[src/dis_cfg.svh]
// Purpose: timing and encoding constants for decode/issue steering
// Assumes: one core clock
// Notes: definitions only
`ifndef DIS_CFG_SVH
`define DIS_CFG_SVH
`define DIS_NOP_OPCODE 8'h90
`define DIS_SHORT_MAX_LEN 4'h7
`define DIS_MISPRED_MIN 3'h1
`define DIS_MISPRED_MAX 3'h4
`define DIS_PREFIX_FREE 3'h1
`define DIS_LEN_W 4
`endif

[src/dis_pkg.sv]
// Purpose: types for decode/issue steering
// Assumes: nothing
// Notes: shared enums
package dis_pkg;
  typedef enum logic [2:0] {
    DIS_OP_ALU, DIS_OP_CARRY, DIS_OP_SHIFT_IMM, DIS_OP_FP,
    DIS_OP_COND_BRANCH, DIS_OP_NOP, DIS_OP_LOAD, DIS_OP_STORE
  } dis_op_t;
  typedef enum logic [2:0] {
    DIS_U_NONE, DIS_U_INT_X, DIS_U_INT_Y, DIS_U_FP,
    DIS_U_BRANCH, DIS_U_LOAD, DIS_U_STORE
  } dis_unit_t;
  typedef enum logic [1:0] {
    DIS_DEC_SHORT, DIS_DEC_LONG, DIS_DEC_VECTOR
  } dis_dec_t;
endpackage : dis_pkg

[src/dis_steer.sv]
// Purpose: decode class selection and issue steering for two slots
// Assumes: fetch supplies pre-classified instructions; inputs synchronous
// Notes: outputs registered; one-cycle latency from slot inputs
// How it works
// - nop 90h uses a short decode slot, never an execution unit.
// - mispredict stalls issue one to four cycles by pipeline state.
// - carry or borrow instructions go only to integer unit X.
// - immediate shifts go only to integer unit X.
// - floating-point ops go to the floating-point unit only.
// - encodings over seven bytes use long or vector decode only.
// - line-straddle stalls only if no full instruction is held.
// - register dependencies never stall or split decode.
// - conditional branches short decode and pair with another short.
// - several prefixes add accumulation delay cycles before decode.
// - running transcendental fp never stalls integer issue.
`timescale 1ns/1ps
`include "dis_cfg.svh"
module dis_steer #(
  parameter int LEN_W = `DIS_LEN_W
) (
  // clock and reset
  input wire logic clk_i,
  input wire logic resetn_i,
  // slot 0 from fetch
  input wire logic s0_valid_i,
  input wire logic [7:0] s0_opcode_i,
  input wire logic [LEN_W-1:0] s0_len_i,
  input wire dis_pkg::dis_op_t s0_op_i,
  input wire logic s0_vector_i,
  input wire logic [2:0] s0_prefixes_i,
  input wire logic s0_complete_i,
  // slot 1 from fetch
  input wire logic s1_valid_i,
  input wire logic [7:0] s1_opcode_i,
  input wire logic [LEN_W-1:0] s1_len_i,
  input wire dis_pkg::dis_op_t s1_op_i,
  input wire logic s1_vector_i,
  input wire logic s1_complete_i,
  // dependency hint, ignored for decode by design
  input wire logic s1_dep_on_s0_i,
  // pipeline events
  input wire logic mispredict_i,
  input wire logic [2:0] mispred_depth_i,
  input wire logic fp_busy_i,
  // issue outputs
  output logic s0_issue_o,
  output dis_pkg::dis_unit_t s0_unit_o,
  output dis_pkg::dis_dec_t s0_dec_o,
  output logic s1_issue_o,
  output dis_pkg::dis_unit_t s1_unit_o,
  output dis_pkg::dis_dec_t s1_dec_o,
  output logic stall_o,
  output logic take_o
);
  typedef struct packed {
    logic s0_issue;
    dis_pkg::dis_unit_t s0_unit;
    dis_pkg::dis_dec_t s0_dec;
    logic s1_issue;
    dis_pkg::dis_unit_t s1_unit;
    dis_pkg::dis_dec_t s1_dec;
    logic stall;
    logic take;
    logic [2:0] pen_cnt;
    logic [2:0] pre_cnt;
    logic pre_paid;
  } dis_state_t;

  dis_state_t st, next_st;

  function automatic dis_pkg::dis_dec_t dis_class(
    input logic [LEN_W-1:0] len, input logic vec);
    if (vec) begin
      dis_class = dis_pkg::DIS_DEC_VECTOR;
    end else if (len > LEN_W'(`DIS_SHORT_MAX_LEN)) begin
      dis_class = dis_pkg::DIS_DEC_LONG;
    end else begin
      dis_class = dis_pkg::DIS_DEC_SHORT;
    end
  endfunction : dis_class

  function automatic dis_pkg::dis_unit_t dis_route(
    input dis_pkg::dis_op_t op, input logic [7:0] opc, input logic alt);
    case (op)
      dis_pkg::DIS_OP_CARRY: dis_route = dis_pkg::DIS_U_INT_X;
      dis_pkg::DIS_OP_SHIFT_IMM: dis_route = dis_pkg::DIS_U_INT_X;
      dis_pkg::DIS_OP_FP: dis_route = dis_pkg::DIS_U_FP;
      dis_pkg::DIS_OP_COND_BRANCH: dis_route = dis_pkg::DIS_U_BRANCH;
      dis_pkg::DIS_OP_NOP: dis_route = dis_pkg::DIS_U_NONE;
      dis_pkg::DIS_OP_LOAD: dis_route = dis_pkg::DIS_U_LOAD;
      dis_pkg::DIS_OP_STORE: dis_route = dis_pkg::DIS_U_STORE;
      default: dis_route = alt ? dis_pkg::DIS_U_INT_Y : dis_pkg::DIS_U_INT_X;
    endcase
    if (opc == `DIS_NOP_OPCODE && op == dis_pkg::DIS_OP_NOP) begin
      dis_route = dis_pkg::DIS_U_NONE;
    end
  endfunction : dis_route

  logic s0_short, s1_short, pair, pen_load, pre_wait, hold;
  logic [2:0] depth;
  dis_pkg::dis_unit_t u0, u1;

  always_comb begin
    next_st = st;
    s0_short = dis_class(s0_len_i, s0_vector_i) == dis_pkg::DIS_DEC_SHORT;
    s1_short = dis_class(s1_len_i, s1_vector_i) == dis_pkg::DIS_DEC_SHORT;
    u0 = dis_route(s0_op_i, s0_opcode_i, 1'b0);
    // second integer op takes unit Y unless X-only or X is free
    u1 = dis_route(s1_op_i, s1_opcode_i,
                   u0 == dis_pkg::DIS_U_INT_X);
    // clamp penalty into the 1..4 window
    depth = mispred_depth_i;
    if (depth < `DIS_MISPRED_MIN) begin
      depth = `DIS_MISPRED_MIN;
    end else if (depth > `DIS_MISPRED_MAX) begin
      depth = `DIS_MISPRED_MAX;
    end
    pen_load = mispredict_i;
    // extra prefixes beyond the free one each cost a cycle, after one cycle that loads the count
    pre_wait = 1'b0;
    if (st.pre_cnt != 3'h0) begin
      next_st.pre_cnt = st.pre_cnt - 3'h1;
      pre_wait = 1'b1;
      // last wait cycle: the held instruction has paid for its prefixes
      next_st.pre_paid = st.pre_cnt == 3'h1;
    end
    // s1_dep_on_s0_i deliberately not part of any stall term
    // fp_busy_i deliberately not part of any stall term
    // straddle stalls only when nothing complete is held
    hold = pen_load || st.pen_cnt != 3'h0 || pre_wait ||
           (s0_valid_i && !s0_complete_i);
    // without the paid credit a repeated instruction would reload forever
    if (!hold && s0_valid_i && st.pre_cnt == 3'h0 && !st.pre_paid &&
        s0_prefixes_i > `DIS_PREFIX_FREE) begin
      next_st.pre_cnt = s0_prefixes_i - `DIS_PREFIX_FREE;
      hold = 1'b1;
    end
    // two short decodes pair unless both need unit X, branches included
    pair = s0_short && s1_short && s1_valid_i && s1_complete_i &&
           !(u0 == dis_pkg::DIS_U_INT_X && u1 == dis_pkg::DIS_U_INT_X);
    if (pen_load) begin
      next_st.pen_cnt = depth - 3'h1;
    end else if (st.pen_cnt != 3'h0) begin
      next_st.pen_cnt = st.pen_cnt - 3'h1;
    end
    next_st.stall = hold;
    next_st.take = !hold && s0_valid_i;
    next_st.s0_issue = !hold && s0_valid_i &&
                       u0 != dis_pkg::DIS_U_NONE;
    next_st.s0_unit = (!hold && s0_valid_i) ? u0 : dis_pkg::DIS_U_NONE;
    next_st.s0_dec = dis_class(s0_len_i, s0_vector_i);
    next_st.s1_issue = !hold && s0_valid_i && pair &&
                       u1 != dis_pkg::DIS_U_NONE;
    next_st.s1_unit = (!hold && s0_valid_i && pair) ? u1 :
                      dis_pkg::DIS_U_NONE;
    next_st.s1_dec = dis_class(s1_len_i, s1_vector_i);
    // a taken, dropped or flushed instruction leaves no credit behind
    if (next_st.take || !s0_valid_i || mispredict_i) begin
      next_st.pre_paid = 1'b0;
    end
    if (!resetn_i) begin
      next_st = '0;
    end
  end

  always_ff @(posedge clk_i) begin
    st <= next_st;
  end

  assign s0_issue_o = st.s0_issue;
  assign s0_unit_o = st.s0_unit;
  assign s0_dec_o = st.s0_dec;
  assign s1_issue_o = st.s1_issue;
  assign s1_unit_o = st.s1_unit;
  assign s1_dec_o = st.s1_dec;
  assign stall_o = st.stall;
  assign take_o = st.take;
endmodule : dis_steer

[config.mk]
export PLATFORM = sky130hd
export DESIGN_NAME = dis_steer
export DESIGN_NICKNAME = d
export VERILOG_FILES = /design/src/dis_pkg.sv /design/src/dis_steer.sv
export VERILOG_INCLUDE_DIRS = /design/src /design/src/src
export SDC_FILE = /design/constraint.sdc
export NUM_CORES = 1
export LEC_CHECK = 0
export BUFFER_PORTS_ARGS = -buffer_cell sky130_fd_sc_hd__clkbuf_2
export CAP_MARGIN = 25
export CORE_UTILIZATION = 25
export CTS_BUF_LIST = sky130_fd_sc_hd__clkbuf_4 sky130_fd_sc_hd__clkbuf_8
export CTS_CLUSTER_DIAMETER = 120
export DETAILED_ROUTE_END_ITERATION = 16
export GPL_ROUTABILITY_DRIVEN = 0
export GPL_TIMING_DRIVEN = 0
export SETUP_SLACK_MARGIN = 0.3
export SKIP_LAST_GASP = 1
export SYNTH_ARGS = -nofsm -noshare
export SYNTH_HDL_FRONTEND = slang
export SYNTH_SLANG_ARGS = --single-unit
[constraint.sdc]
create_clock -name clk_i -period 2.8 [get_ports clk_i]
set_clock_uncertainty 0.15 [all_clocks]
set_input_delay 0.42 -clock clk_i [delete_from_list [all_inputs] [get_ports clk_i]]
set_output_delay 0.42 -clock clk_i [all_outputs]
set_load 0.05 [all_outputs]
[Word level (Yosys, flattened, before mapping)]
Cells that the tools add are included.
Cells by class
  magnitude comparators: 5
  multipliers: 0
  div/mod/pow operators: 0
  reductions and logical operators: 40
  add/subtract/negate cells: 4
  muxes and demuxes: 17
  bitwise operators: 1
  shifts and indexed selects: 0
  equal/unequal tests: 17
Operator list (count)
  $eq 3x3->1 const B: 8
  $mux 3: 7
  $pmux 3 s6: 1
  $eq 8x8->1 const B: 2
  $logic_and 1x1->1: 16
  $pmux 3 s5: 1
  $eq 3x1->1 const B: 4
  $reduce_bool 3->1: 4
  $sub 3x1->3 const B: 4
  $eq 3x2->1 const B: 3
  $gt 4x3->1 const B: 2
  $logic_not 1->1: 6
  $mux 2: 3
  $logic_or 1x1->1: 5
  $logic_not 2->1: 2
  $mux 1: 4
  $mux 4: 1
  $reduce_and 2->1: 2
  $reduce_bool 2->1: 2
  $reduce_or 2->1: 2
  $gt 3x1->1 const B: 1
  $gt 3x3->1 const B: 1
  $logic_not 3->1: 1
  $lt 3x1->1 const B: 1
  $not 1->1: 1
Storage, ports and cells
  output and inout bits: 14
  memories: 0
  latch bits: 0
  RAM bits: 0
  register bits after elaboration: 21
  memory bits (read-only): 0
  bits of input ports: 47

[Depth between registers and ports, before layout]
Gate-level depths: netlist of the first run.
  depth in word-level cells: 15
  depth in mapped cells: 6
  depth with buffers taken out: 6

[Worst setup path after synthesis of the first run]
No wires, ideal clock.
  kind: in2reg
  from: in mispredict_i
  to: reg st (netlist bit s0_unit_o[2])
  stages: 4
  library setup time: 0.079 ns
  required time: 2.571 ns
  arrival time: 1.478 ns
  setup slack: 1.093 ns
  cells stage by stage: or4_4 -> nor4_4 -> nand2_2 -> a211oi_2
On the way
  word-level cells in the longest chain between the ends: 12
RTL lines
  start, declared: RTL line dis_steer.sv:42  | input wire logic mispredict_i,
  $logic_or 1x1->1 * (3 in a row): RTL line dis_steer.sv:130  | hold = pen_load || st.pen_cnt != 3'h0 || pre_wait ||
  $logic_not 1->1: RTL line dis_steer.sv:133  | if (!hold && s0_valid_i && st.pre_cnt == 3'h0 && !st.pre_paid &&
  $logic_and 1x1->1 (3 in a row): RTL line dis_steer.sv:133
  $logic_and 1x1->1 (no source line)
  $mux 1 *: RTL line dis_steer.sv:133
  $logic_not 1->1 *: RTL line dis_steer.sv:150  | next_st.s0_unit = (!hold && s0_valid_i) ? u0 : dis_pkg::DIS_U_NONE;
  $logic_and 1x1->1 *: RTL line dis_steer.sv:150
  $reduce_and 2->1 (no source line) *
  end signal, assigned: RTL line dis_steer.sv:167  | st <= next_st;
  end, declared: RTL line dis_steer.sv:69  | dis_state_t st, next_st;
Every way passes the cells marked *; elsewhere a longest branch is shown, timed or not.
A chain may end at the register's enable or synchronous reset.

[Worst setup path after layout of the first run]
  from: reg st[4] (netlist bit)
  to: reg st (netlist bit s0_unit_o[2])
On the way
  word-level cells in the longest chain between the ends: 13
RTL lines (RTL line)
  $reduce_bool 3->1 *: dis_steer.sv:130
  $logic_or 1x1->1 * (3 in a row): dis_steer.sv:130
  $logic_not 1->1: dis_steer.sv:133
  $logic_and 1x1->1 (3 in a row): dis_steer.sv:133
  $logic_and 1x1->1 (no source line)
  $mux 1 *: dis_steer.sv:133
  $logic_not 1->1 *: dis_steer.sv:150
  $logic_and 1x1->1 *: dis_steer.sv:150
  $reduce_and 2->1 (no source line) *
Marks and branches as above.

==> flow_metrics.env, run 1 <==
export IMPL_status="complete, no violations"
export IMPL_wl_um=1840
export IMPL_ir_worst_vdd_mv=0.160
export IMPL_ctsResizeCount=0
export IMPL_synth_seq_cells=21
export IMPL_clkSinkCount=21
export IMPL_synth_top_family_by_area="simple AND/OR/NAND/NOR gates"
export IMPL_crit_path_max_fanout=5
export IMPL_die_w_um=64.2
export IMPL_hp_class="in2reg"
export IMPL_finalSetupTns_ps=0
export IMPL_core_rowCount=22
export IMPL_cts_root_buf="clkbuf_8"
export IMPL_synth_top_area_share=0.434
export IMPL_grt_max_degree=13
export IMPL_drt_initial_drc_count=29
export IMPL_die_height_um=64.2
export IMPL_start_util=0.263
export IMPL_synthArstFlopShare=0
export IMPL_multi_input_area_um2=435
export IMPL_synth_compound_area_share=0.146
export IMPL_dr_total_vias=833
export IMPL_finalSetupViolations=0
export IMPL_final_cell_mix="clkbuf_2, dfxtp_1, inv_1, buf_4, nor2_1"
export IMPL_synthSimpleGateAreaFrac=0.207
export IMPL_postCtsSetupBuffers=0
export IMPL_drive_gt1_frac=0.408
export IMPL_floorplan_io_pins=61
export IMPL_synth_xor_area_frac=0.0271
export IMPL_dr_pass1_iters=4
export IMPL_cts_tree="built"
export IMPL_die_area_mm2=0.00413
export IMPL_nets=193
export IMPL_hold_violations=0
export IMPL_place_inst=186
export IMPL_first_global_vias=762
export IMPL_fillerInstances=388
export IMPL_core_area_mm2=0.00369
export IMPL_final_common_cell="clkbuf_2"
export IMPL_synth_fa_ha_area_frac=0.0388
export IMPL_track_usage=0.0906
export IMPL_dpl_hpwl_um=1580
export IMPL_drtAntennaViolNets=0
export IMPL_synth_edf_count=0
export IMPL_via_per_inst=4.38
export IMPL_pre_cts_ws_ps=811
export IMPL_clkSlewWorstSetupHoldPaths_ps=80
export IMPL_register_area_um2=420
export IMPL_slew_viol_final=0
export IMPL_worst_slack_ps=968
export IMPL_place_area_mm2=0.00121
export IMPL_drc_errors=0
export IMPL_min_period_over_period=0.654
export IMPL_cts_made_buffers=3
export IMPL_critPathCaptureType="register"
export IMPL_synth_top_area_cell="dfxtp_1"
export IMPL_synth_ff_type="dfxtp_1"
export IMPL_worst_ep_arrival_time_ps=1850
export IMPL_grt_overflow=0
export IMPL_cts_buffer_depth=2
export IMPL_syn_avg_cell_area_um2=9.49
export IMPL_wl_per_cell_um=9.69
export IMPL_synthCells=102
export IMPL_grt_pass1_wl_um=2950
export IMPL_synth_cell_types=38
export IMPL_max_freq_mhz=546
export IMPL_io_buffers=36
export IMPL_p_per_area_mw_per_mm2=492
export IMPL_yosysWarnings=0
export IMPL_antenna_found_initial=0
export IMPL_synthMuxAreaShare=0.0310
export IMPL_worst_pin_slew_ps=344
export IMPL_leakagePower_nw=0.621
export IMPL_syn_to_final_growth_pct=29.6
export IMPL_synth_fp_nets=152
export IMPL_crit_type="reg2reg"
export IMPL_n_antenna_cell=0
export IMPL_finalCriticalPeriod_ps=1830
export IMPL_rsz0062_at_grt="no"
export IMPL_holdBufCountCts=0
export IMPL_ctsHtreeMaxLevel=1
export IMPL_start_kind="register"
export IMPL_clk_latency_ps=260
export IMPL_post_route_cell_area_mm2=0.00125
export IMPL_synth_area_um2=968
export IMPL_yosys_top_cells_area="dfxtp_1, buf_4, ha_1, inv_1, mux2i_1"
export IMPL_cap_violations=0
export IMPL_slew_headroom=0.764
export IMPL_yosysSeqAreaShare=0.434
export IMPL_final_instance_count_excl_fill=190
export IMPL_power_mw=0.617
export IMPL_cp_required_ps=2820
## through the flow
stage | utilization | hold slack, ps
6_report | 0.340 | 205
5_1_grt | 0.340 | 203
4_1_cts | 0.340 | 199
3_5_place_dp | 0.328 | 378
3_3_place_gp | 0.328 | 351
2_1_floorplan | - | 335
## where the power goes
part | internal, mW | switching [mW] | total, mW
clock | 0.0988 | 0.0929 | 0.192
sequential | 0.311 | 0.00615 | 0.318
combinational | 0.0450 | 0.0626 | 0.108
total | 0.455 | 0.162 | 0.617
## area by class of cell
class                           instances  share of cell area
Buffer                                 10              0.0598
Clock buffer                            3              0.0329
Clock inverter                          1             0.00399
Inverter                               10              0.0299
Multi-Input combinational cell         61               0.347
Sequential cell                        21               0.335
Tap cell                               48              0.0479
Timing Repair Buffer                   36               0.144
## metal layers
metal | track usage | vias to the layer above | wire [µm]
li1 | - | 426 | -
met1 | 0.0881 | 372 | 754
met2 | 0.171 | 30 | 904
met3 | 0.0268 | 5 | 157
met4 | 0.0444 | 0 | 26
met5 | 0 | - | 0
## critical path: stages, from the launching register on
cell and delay (ps):
dfxtp_1 320, or4_4 570, nor4_4 340, nand2_2 150, a211oi_2 210
## cells by family after synthesis
| kind of cell | after synthesis |
|---|---|
| fa+ha+maj | 3 |
| flops | 21 |
| compound gates | 20 |
| simple gates | 32 |
| buf+inv | 20 |
| mux | 3 |
| xor+xnor | 3 |
## synthesized netlist by cell type (2+ instances only)
library cell  count
dfxtp_1          21
buf_4            10
inv_1            10
nor2_1            8
a21oi_1           5
ha_1              3
mux2i_1           3
nand2_1           3
nor3_1            3
nor3b_1           3
o21ai_0           3
and2_1            2
and3_1            2
xor2_1            2
## flip-flops by register name (all words and copies together), names as in the netlist
name,cells
st,7
s0_unit_o,3
s1_unit_o,3
s0_dec_o,2
s1_dec_o,2
s0_issue_o,1
s1_issue_o,1
stall_o,1
take_o,1
## worst paths after layout
path | start | slack, ps | cells after the start | to
min reg2reg | st[3]$_SDFFE_PN0P_ | 380 | 2 | st[3]$_SDFFE_PN0P_
max | st[4]$_SDFFE_PN0P_ | 970 | 4 | s0_unit_o[2]$_SDFF_PN0_
max reg2reg | st[4]$_SDFFE_PN0P_ | 970 | 4 | s0_unit_o[2]$_SDFF_PN0_
min | s1_vector_i | 210 | 2 | s1_dec_o[0]$_SDFF_PN0_
Note: power is estimated with default switching activity, not from simulation.
==> run 2, diff against run 1 <==
==> constraint.sdc (replaced) <==
create_clock -name clk_i -period 1.8 [get_ports clk_i]
set_clock_uncertainty 0.15 [all_clocks]
set_input_delay 0.27 -clock clk_i [delete_from_list [all_inputs] [get_ports clk_i]]
set_output_delay 0.27 -clock clk_i [all_outputs]
set_load 0.05 [all_outputs]
==> run 2 against run 1 <==
  * Sequential power grew 55%
  * Design area rose by 4.8%
  * Count of clock-buffer cells in the layout grew 1
  * Hold slack got worse by 150 ps
==> flow_metrics.env, run 2 (same netlist as run 1, synthesis figures left out) <==
export IMPL_start_util=0.263
export IMPL_wl_um=1870
export IMPL_drt_initial_drc_count=30
export IMPL_finalCriticalPeriod_ps=1710
export IMPL_status="complete, no violations"
export IMPL_register_area_um2=422
export IMPL_slew_headroom=0.779
export IMPL_die_w_um=64.2
export IMPL_power_mw=0.983
export IMPL_cp_required_ps=1820
export IMPL_worst_ep_arrival_time_ps=1730
export IMPL_core_area_mm2=0.00369
export IMPL_max_freq_mhz=583
export IMPL_finalSetupViolations=0
export IMPL_final_instance_count_excl_fill=194
export IMPL_ir_worst_vdd_mv=0.291
export IMPL_worst_pin_slew_ps=322
export IMPL_io_buffers=36
export IMPL_leakagePower_nw=0.660
export IMPL_wl_per_cell_um=9.62
export IMPL_floorplan_io_pins=61
export IMPL_dpl_hpwl_um=1540
export IMPL_grt_pass1_wl_um=3230
export IMPL_antenna_found_initial=0
export IMPL_start_kind="register"
export IMPL_clkSlewWorstSetupHoldPaths_ps=70
export IMPL_core_rowCount=22
export IMPL_crit_path_max_fanout=3
export IMPL_via_per_inst=4.26
export IMPL_drc_errors=0
export IMPL_die_area_mm2=0.00413
export IMPL_cts_root_buf="clkbuf_8"
export IMPL_dr_pass1_iters=4
export IMPL_drive_gt1_frac=0.452
export IMPL_place_area_mm2=0.00121
export IMPL_cts_made_buffers=3
export IMPL_min_period_over_period=0.952
export IMPL_clkSinkCount=21
export IMPL_track_usage=0.0989
export IMPL_final_common_cell="clkbuf_2"
export IMPL_place_inst=186
export IMPL_fillerInstances=383
export IMPL_dr_total_vias=826
export IMPL_clk_latency_ps=250
export IMPL_slowest_delay_ps=540
export IMPL_cts_tree="built"
export IMPL_critPathCaptureType="register"
export IMPL_n_antenna_cell=0
export IMPL_cp_cell_sequence="or4_4 > nor4_4 > buf_4 > nand3b_4 > a311oi_2"
export IMPL_die_height_um=64.2
export IMPL_slew_viol_final=0
export IMPL_hp_class="in2reg"
export IMPL_syn_to_final_growth_pct=35.8
export IMPL_cts_buffer_depth=2
export IMPL_nets=197
export IMPL_drtAntennaViolNets=0
export IMPL_grt_overflow=0
export IMPL_top_register="st"
export IMPL_ctsHtreeMaxLevel=1
export IMPL_final_cell_mix="clkbuf_2, dfxtp_1, buf_4"
export IMPL_multi_input_area_um2=462
export IMPL_rsz0062_at_grt="yes"
export IMPL_largest_reg_flops=7
export IMPL_cp_slowest_cell="or4_4"
export IMPL_first_global_vias=835
export IMPL_crit_type="reg2reg"
export IMPL_cap_violations=0
export IMPL_hold_violations=0
export IMPL_grt_max_degree=12
export IMPL_post_route_cell_area_mm2=0.00132
export IMPL_final_util=0.357
export IMPL_p_per_area_mw_per_mm2=748
-- run 2: layout make-up --
class / count / share of cell area
Buffer: 10 / 0.0571
Clock buffer: 4 / 0.0371
Inverter: 10 / 0.0285
Multi-Input combinational cell: 61 / 0.351
Sequential cell: 21 / 0.321
Tap cell: 48 / 0.0457
Timing Repair Buffer: 40 / 0.160
-- run 2: critical path: cells and delay by family, from the launching register on --
family,cells,cell delay [ps]
and+or+nand+nor,3,800
DFF,1,310
AOI/OAI and AO/OA,1,190
buffers and inverters,1,180
-- run 2: through the flow --
step / TNS (ps) / setup slack, ps / hold WS [ps]
after floorplan: 0 / 210 / 196
after global placement: -48.6 / -35.8 / 311
after detailed placement: -138 / -58.0 / 321
after CTS: 0 / 92.5 / 51.7
after global routing: -83.5 / -36.9 / 51.0
final: 0 / 86.2 / 56.0
-- run 2: worst paths after layout --
check | from | endpoint | slack [ps] | cells after the start
max reg2reg | st[5]$_SDFFE_PN0P_ | s1_issue_o$_SDFF_PN0_ | 90 | 5
max | st[5]$_SDFFE_PN0P_ | s1_issue_o$_SDFF_PN0_ | 90 | 5
min | s1_vector_i | s1_dec_o[0]$_SDFF_PN0_ | 60 | 2
min reg2reg | st[1]$_SDFFE_PN0P_ | st[1]$_SDFFE_PN0P_ | 370 | 1
-- run 2: report_power, final --
part           total [mW]  leakage [nW]  internal (mW)  switching [mW]
combinational       0.181         0.463         0.0791           0.102
sequential          0.494         0.172          0.485         0.00963
clock               0.308        0.0262          0.172           0.136
-- run 2: per-layer routing --
layer	vias up	routed length (µm)	share of wire	track usage
met5	-	0	0	0
met4	0	4	0.0021	0.0472
met3	2	116	0.062	0.0196
met2	24	1010	0.54	0.192
met1	371	731	0.39	0.0982
li1	429	-	-	-
-- run 2: what timing repair did --
| item | 4_1_cts | 5_1_grt |
|---|---|---|
| endpoints found under the setup margin | 14 | 14 |
| resized for setup | 3 | 2 |
| pin swaps | 3 | 1 |
| hold buffers | 0 | 0 |
| setup buffers | 3 | 1 |
==> run 3, diff against run 2 <==
==> constraint.sdc (replaced) <==
create_clock -name clk_i -period 1.55 [get_ports clk_i]
set_clock_uncertainty 0.15 [all_clocks]
set_input_delay 0.2325 -clock clk_i [delete_from_list [all_inputs] [get_ports clk_i]]
set_output_delay 0.2325 -clock clk_i [all_outputs]
set_load 0.05 [all_outputs]
==> run 3 against run 2 <==
  * The flow now finishes with violations (setup timing)
  * Combinational power is 24% higher
  * First-iteration DRC count is 37% lower
  * Global-route usage is 0.15 points lower
  * Total power rose by 16%
  * Via count increased by 1.5%
  * Register-to-register slack worse by 210 ps
  * Die area unchanged
  * Largest power group unchanged
==> flow_metrics.env, run 3 (same netlist as run 1, synthesis figures left out) <==
export IMPL_syn_to_final_growth_pct=44.7
export IMPL_die_area_mm2=0.00413
export IMPL_final_common_cell="clkbuf_2"
export IMPL_worst_slack_ps=-122
export IMPL_die_height_um=64.2
export IMPL_start_kind="register"
export IMPL_slew_viol_final=0
export IMPL_hp_class="in2reg"
export IMPL_top_register="st"
export IMPL_hold_violations=0
export IMPL_power_mw=1.14
export IMPL_final_util=0.380
export IMPL_p_per_area_mw_per_mm2=814
export IMPL_post_route_cell_area_mm2=0.00140
export IMPL_dr_pass1_iters=2
export IMPL_grt_pass1_wl_um=3220
export IMPL_finalCriticalPeriod_ps=1670
export IMPL_clkSinkCount=21
export IMPL_cts_made_buffers=3
export IMPL_drc_errors=0
export IMPL_drt_initial_drc_count=19
export IMPL_grt_max_degree=13
export IMPL_failed_checks="setup timing"
export IMPL_worst_pin_slew_ps=299
export IMPL_max_freq_mhz=598
export IMPL_dpl_hpwl_um=1510
export IMPL_final_cell_mix="clkbuf_2, dfxtp_1, buf_4"
export IMPL_cts_tree="built"
export IMPL_ir_worst_vdd_mv=0.296
export IMPL_clkSlewWorstSetupHoldPaths_ps=70
export IMPL_track_usage=0.0974
export IMPL_drive_gt1_frac=0.438
export IMPL_wl_um=1880
export IMPL_io_buffers=36
export IMPL_dr_total_vias=838
export IMPL_n_antenna_cell=0
export IMPL_grt_overflow=0
export IMPL_cap_violations=0
export IMPL_rsz0062_at_grt="yes"
export IMPL_slew_headroom=0.795
export IMPL_crit_path_max_fanout=4
export IMPL_finalSetupViolations=11
export IMPL_finalSetupTns_ps=-667
export IMPL_critPathCaptureType="register"
export IMPL_worst_ep_arrival_time_ps=1690
export IMPL_cp_required_ps=1570
export IMPL_core_area_mm2=0.00369
export IMPL_holdBufCountCts=0
export IMPL_ctsHtreeMaxLevel=1
export IMPL_start_util=0.263
export IMPL_place_area_mm2=0.00121
export IMPL_status="complete, but fails checks"
export IMPL_crit_type="reg2reg"
export IMPL_largest_reg_flops=7
export IMPL_antenna_found_initial=0
export IMPL_wl_per_cell_um=9.81
export IMPL_floorplan_io_pins=61
export IMPL_leakagePower_nw=0.689
export IMPL_pre_cts_ws_ps=-255
export IMPL_via_per_inst=4.36
export IMPL_cts_root_buf="clkbuf_8"
export IMPL_min_period_over_period=1.08
export IMPL_drtAntennaViolNets=0
export IMPL_core_rowCount=22
export IMPL_die_w_um=64.2
export IMPL_nets=195
export IMPL_first_global_vias=798
export IMPL_clk_latency_ps=250
export IMPL_cts_buffer_depth=2
## run 3: cell types whose count changed in the layout (fill, tap and decap cells not counted), moves of 2 or more
cell      before  now
buf_2          0    2
clkbuf_8       3    5
buf_4         14   11
clkbuf_2      36   24
buf_8          0    8
## run 3: power by group
| group | internal [mW] | total, mW | switching (mW) |
|---|---|---|---|
| clock network | 0.178 | 0.341 | 0.163 |
| registers | 0.563 | 0.574 | 0.0114 |
| logic | 0.103 | 0.225 | 0.122 |
| total | 0.844 | 1.14 | 0.297 |
## run 3: layout make-up
cell class                 count  area (µm²)
fill                         380        2290
multi-input combinational     61         464
clock buffer                   3        41.3
timing repair buffer          38         297
clock inverter                 1        5.00
buffer                        10        75.1
tap                           48        60.1
inverter                      10        37.5
sequential                    21         422
## run 3: path summary, 6_finish.rpt
path,start,endpoint,slack (ps),cells past startpoint
worst max-delay path,st[5]$_SDFFE_PN0P_,s1_issue_o$_SDFF_PN0_,-120,5
worst max register to register,st[5]$_SDFFE_PN0P_,s1_issue_o$_SDFF_PN0_,-120,5
worst min register to register,st[1]$_SDFFE_PN0P_,st[1]$_SDFFE_PN0P_,370,1
worst min-delay path,s1_vector_i,s1_dec_o[0]$_SDFF_PN0_,20,2
## run 3: metrics by stage
step,std cells,hold WS (ps)
finish,192,19.7
global route,192,19.6
CTS,191,20.4
detailed placement,186,289
global placement,186,274
floorplan,102,159
## run 3: routing by layer
layer | vias to the layer above | routed length [µm] | global-route usage | share of wire
met4 | 0 | 4 | 0.0472 | 0.0021
li1 | 425 | - | - | -
met2 | 22 | 980 | 0.179 | 0.52
met5 | - | 0 | 0 | 0
met1 | 389 | 757 | 0.0991 | 0.40
met3 | 2 | 141 | 0.0286 | 0.075
## run 3: what timing repair did
item                       in CTS  in global routing
pin swaps                       1                  2
setup endpoints to repair      27                 27
cloned                          0                  0
setup buffers                   1                  1
resized for setup              22                 14
## run 3: worst max-delay path, cell delays in order (launching register included)
cell and delay [ps]:
dfxtp_1 320, or4_4 550, nor4_4 160, buf_6 160
nand3b_4 80, a311oi_2 180
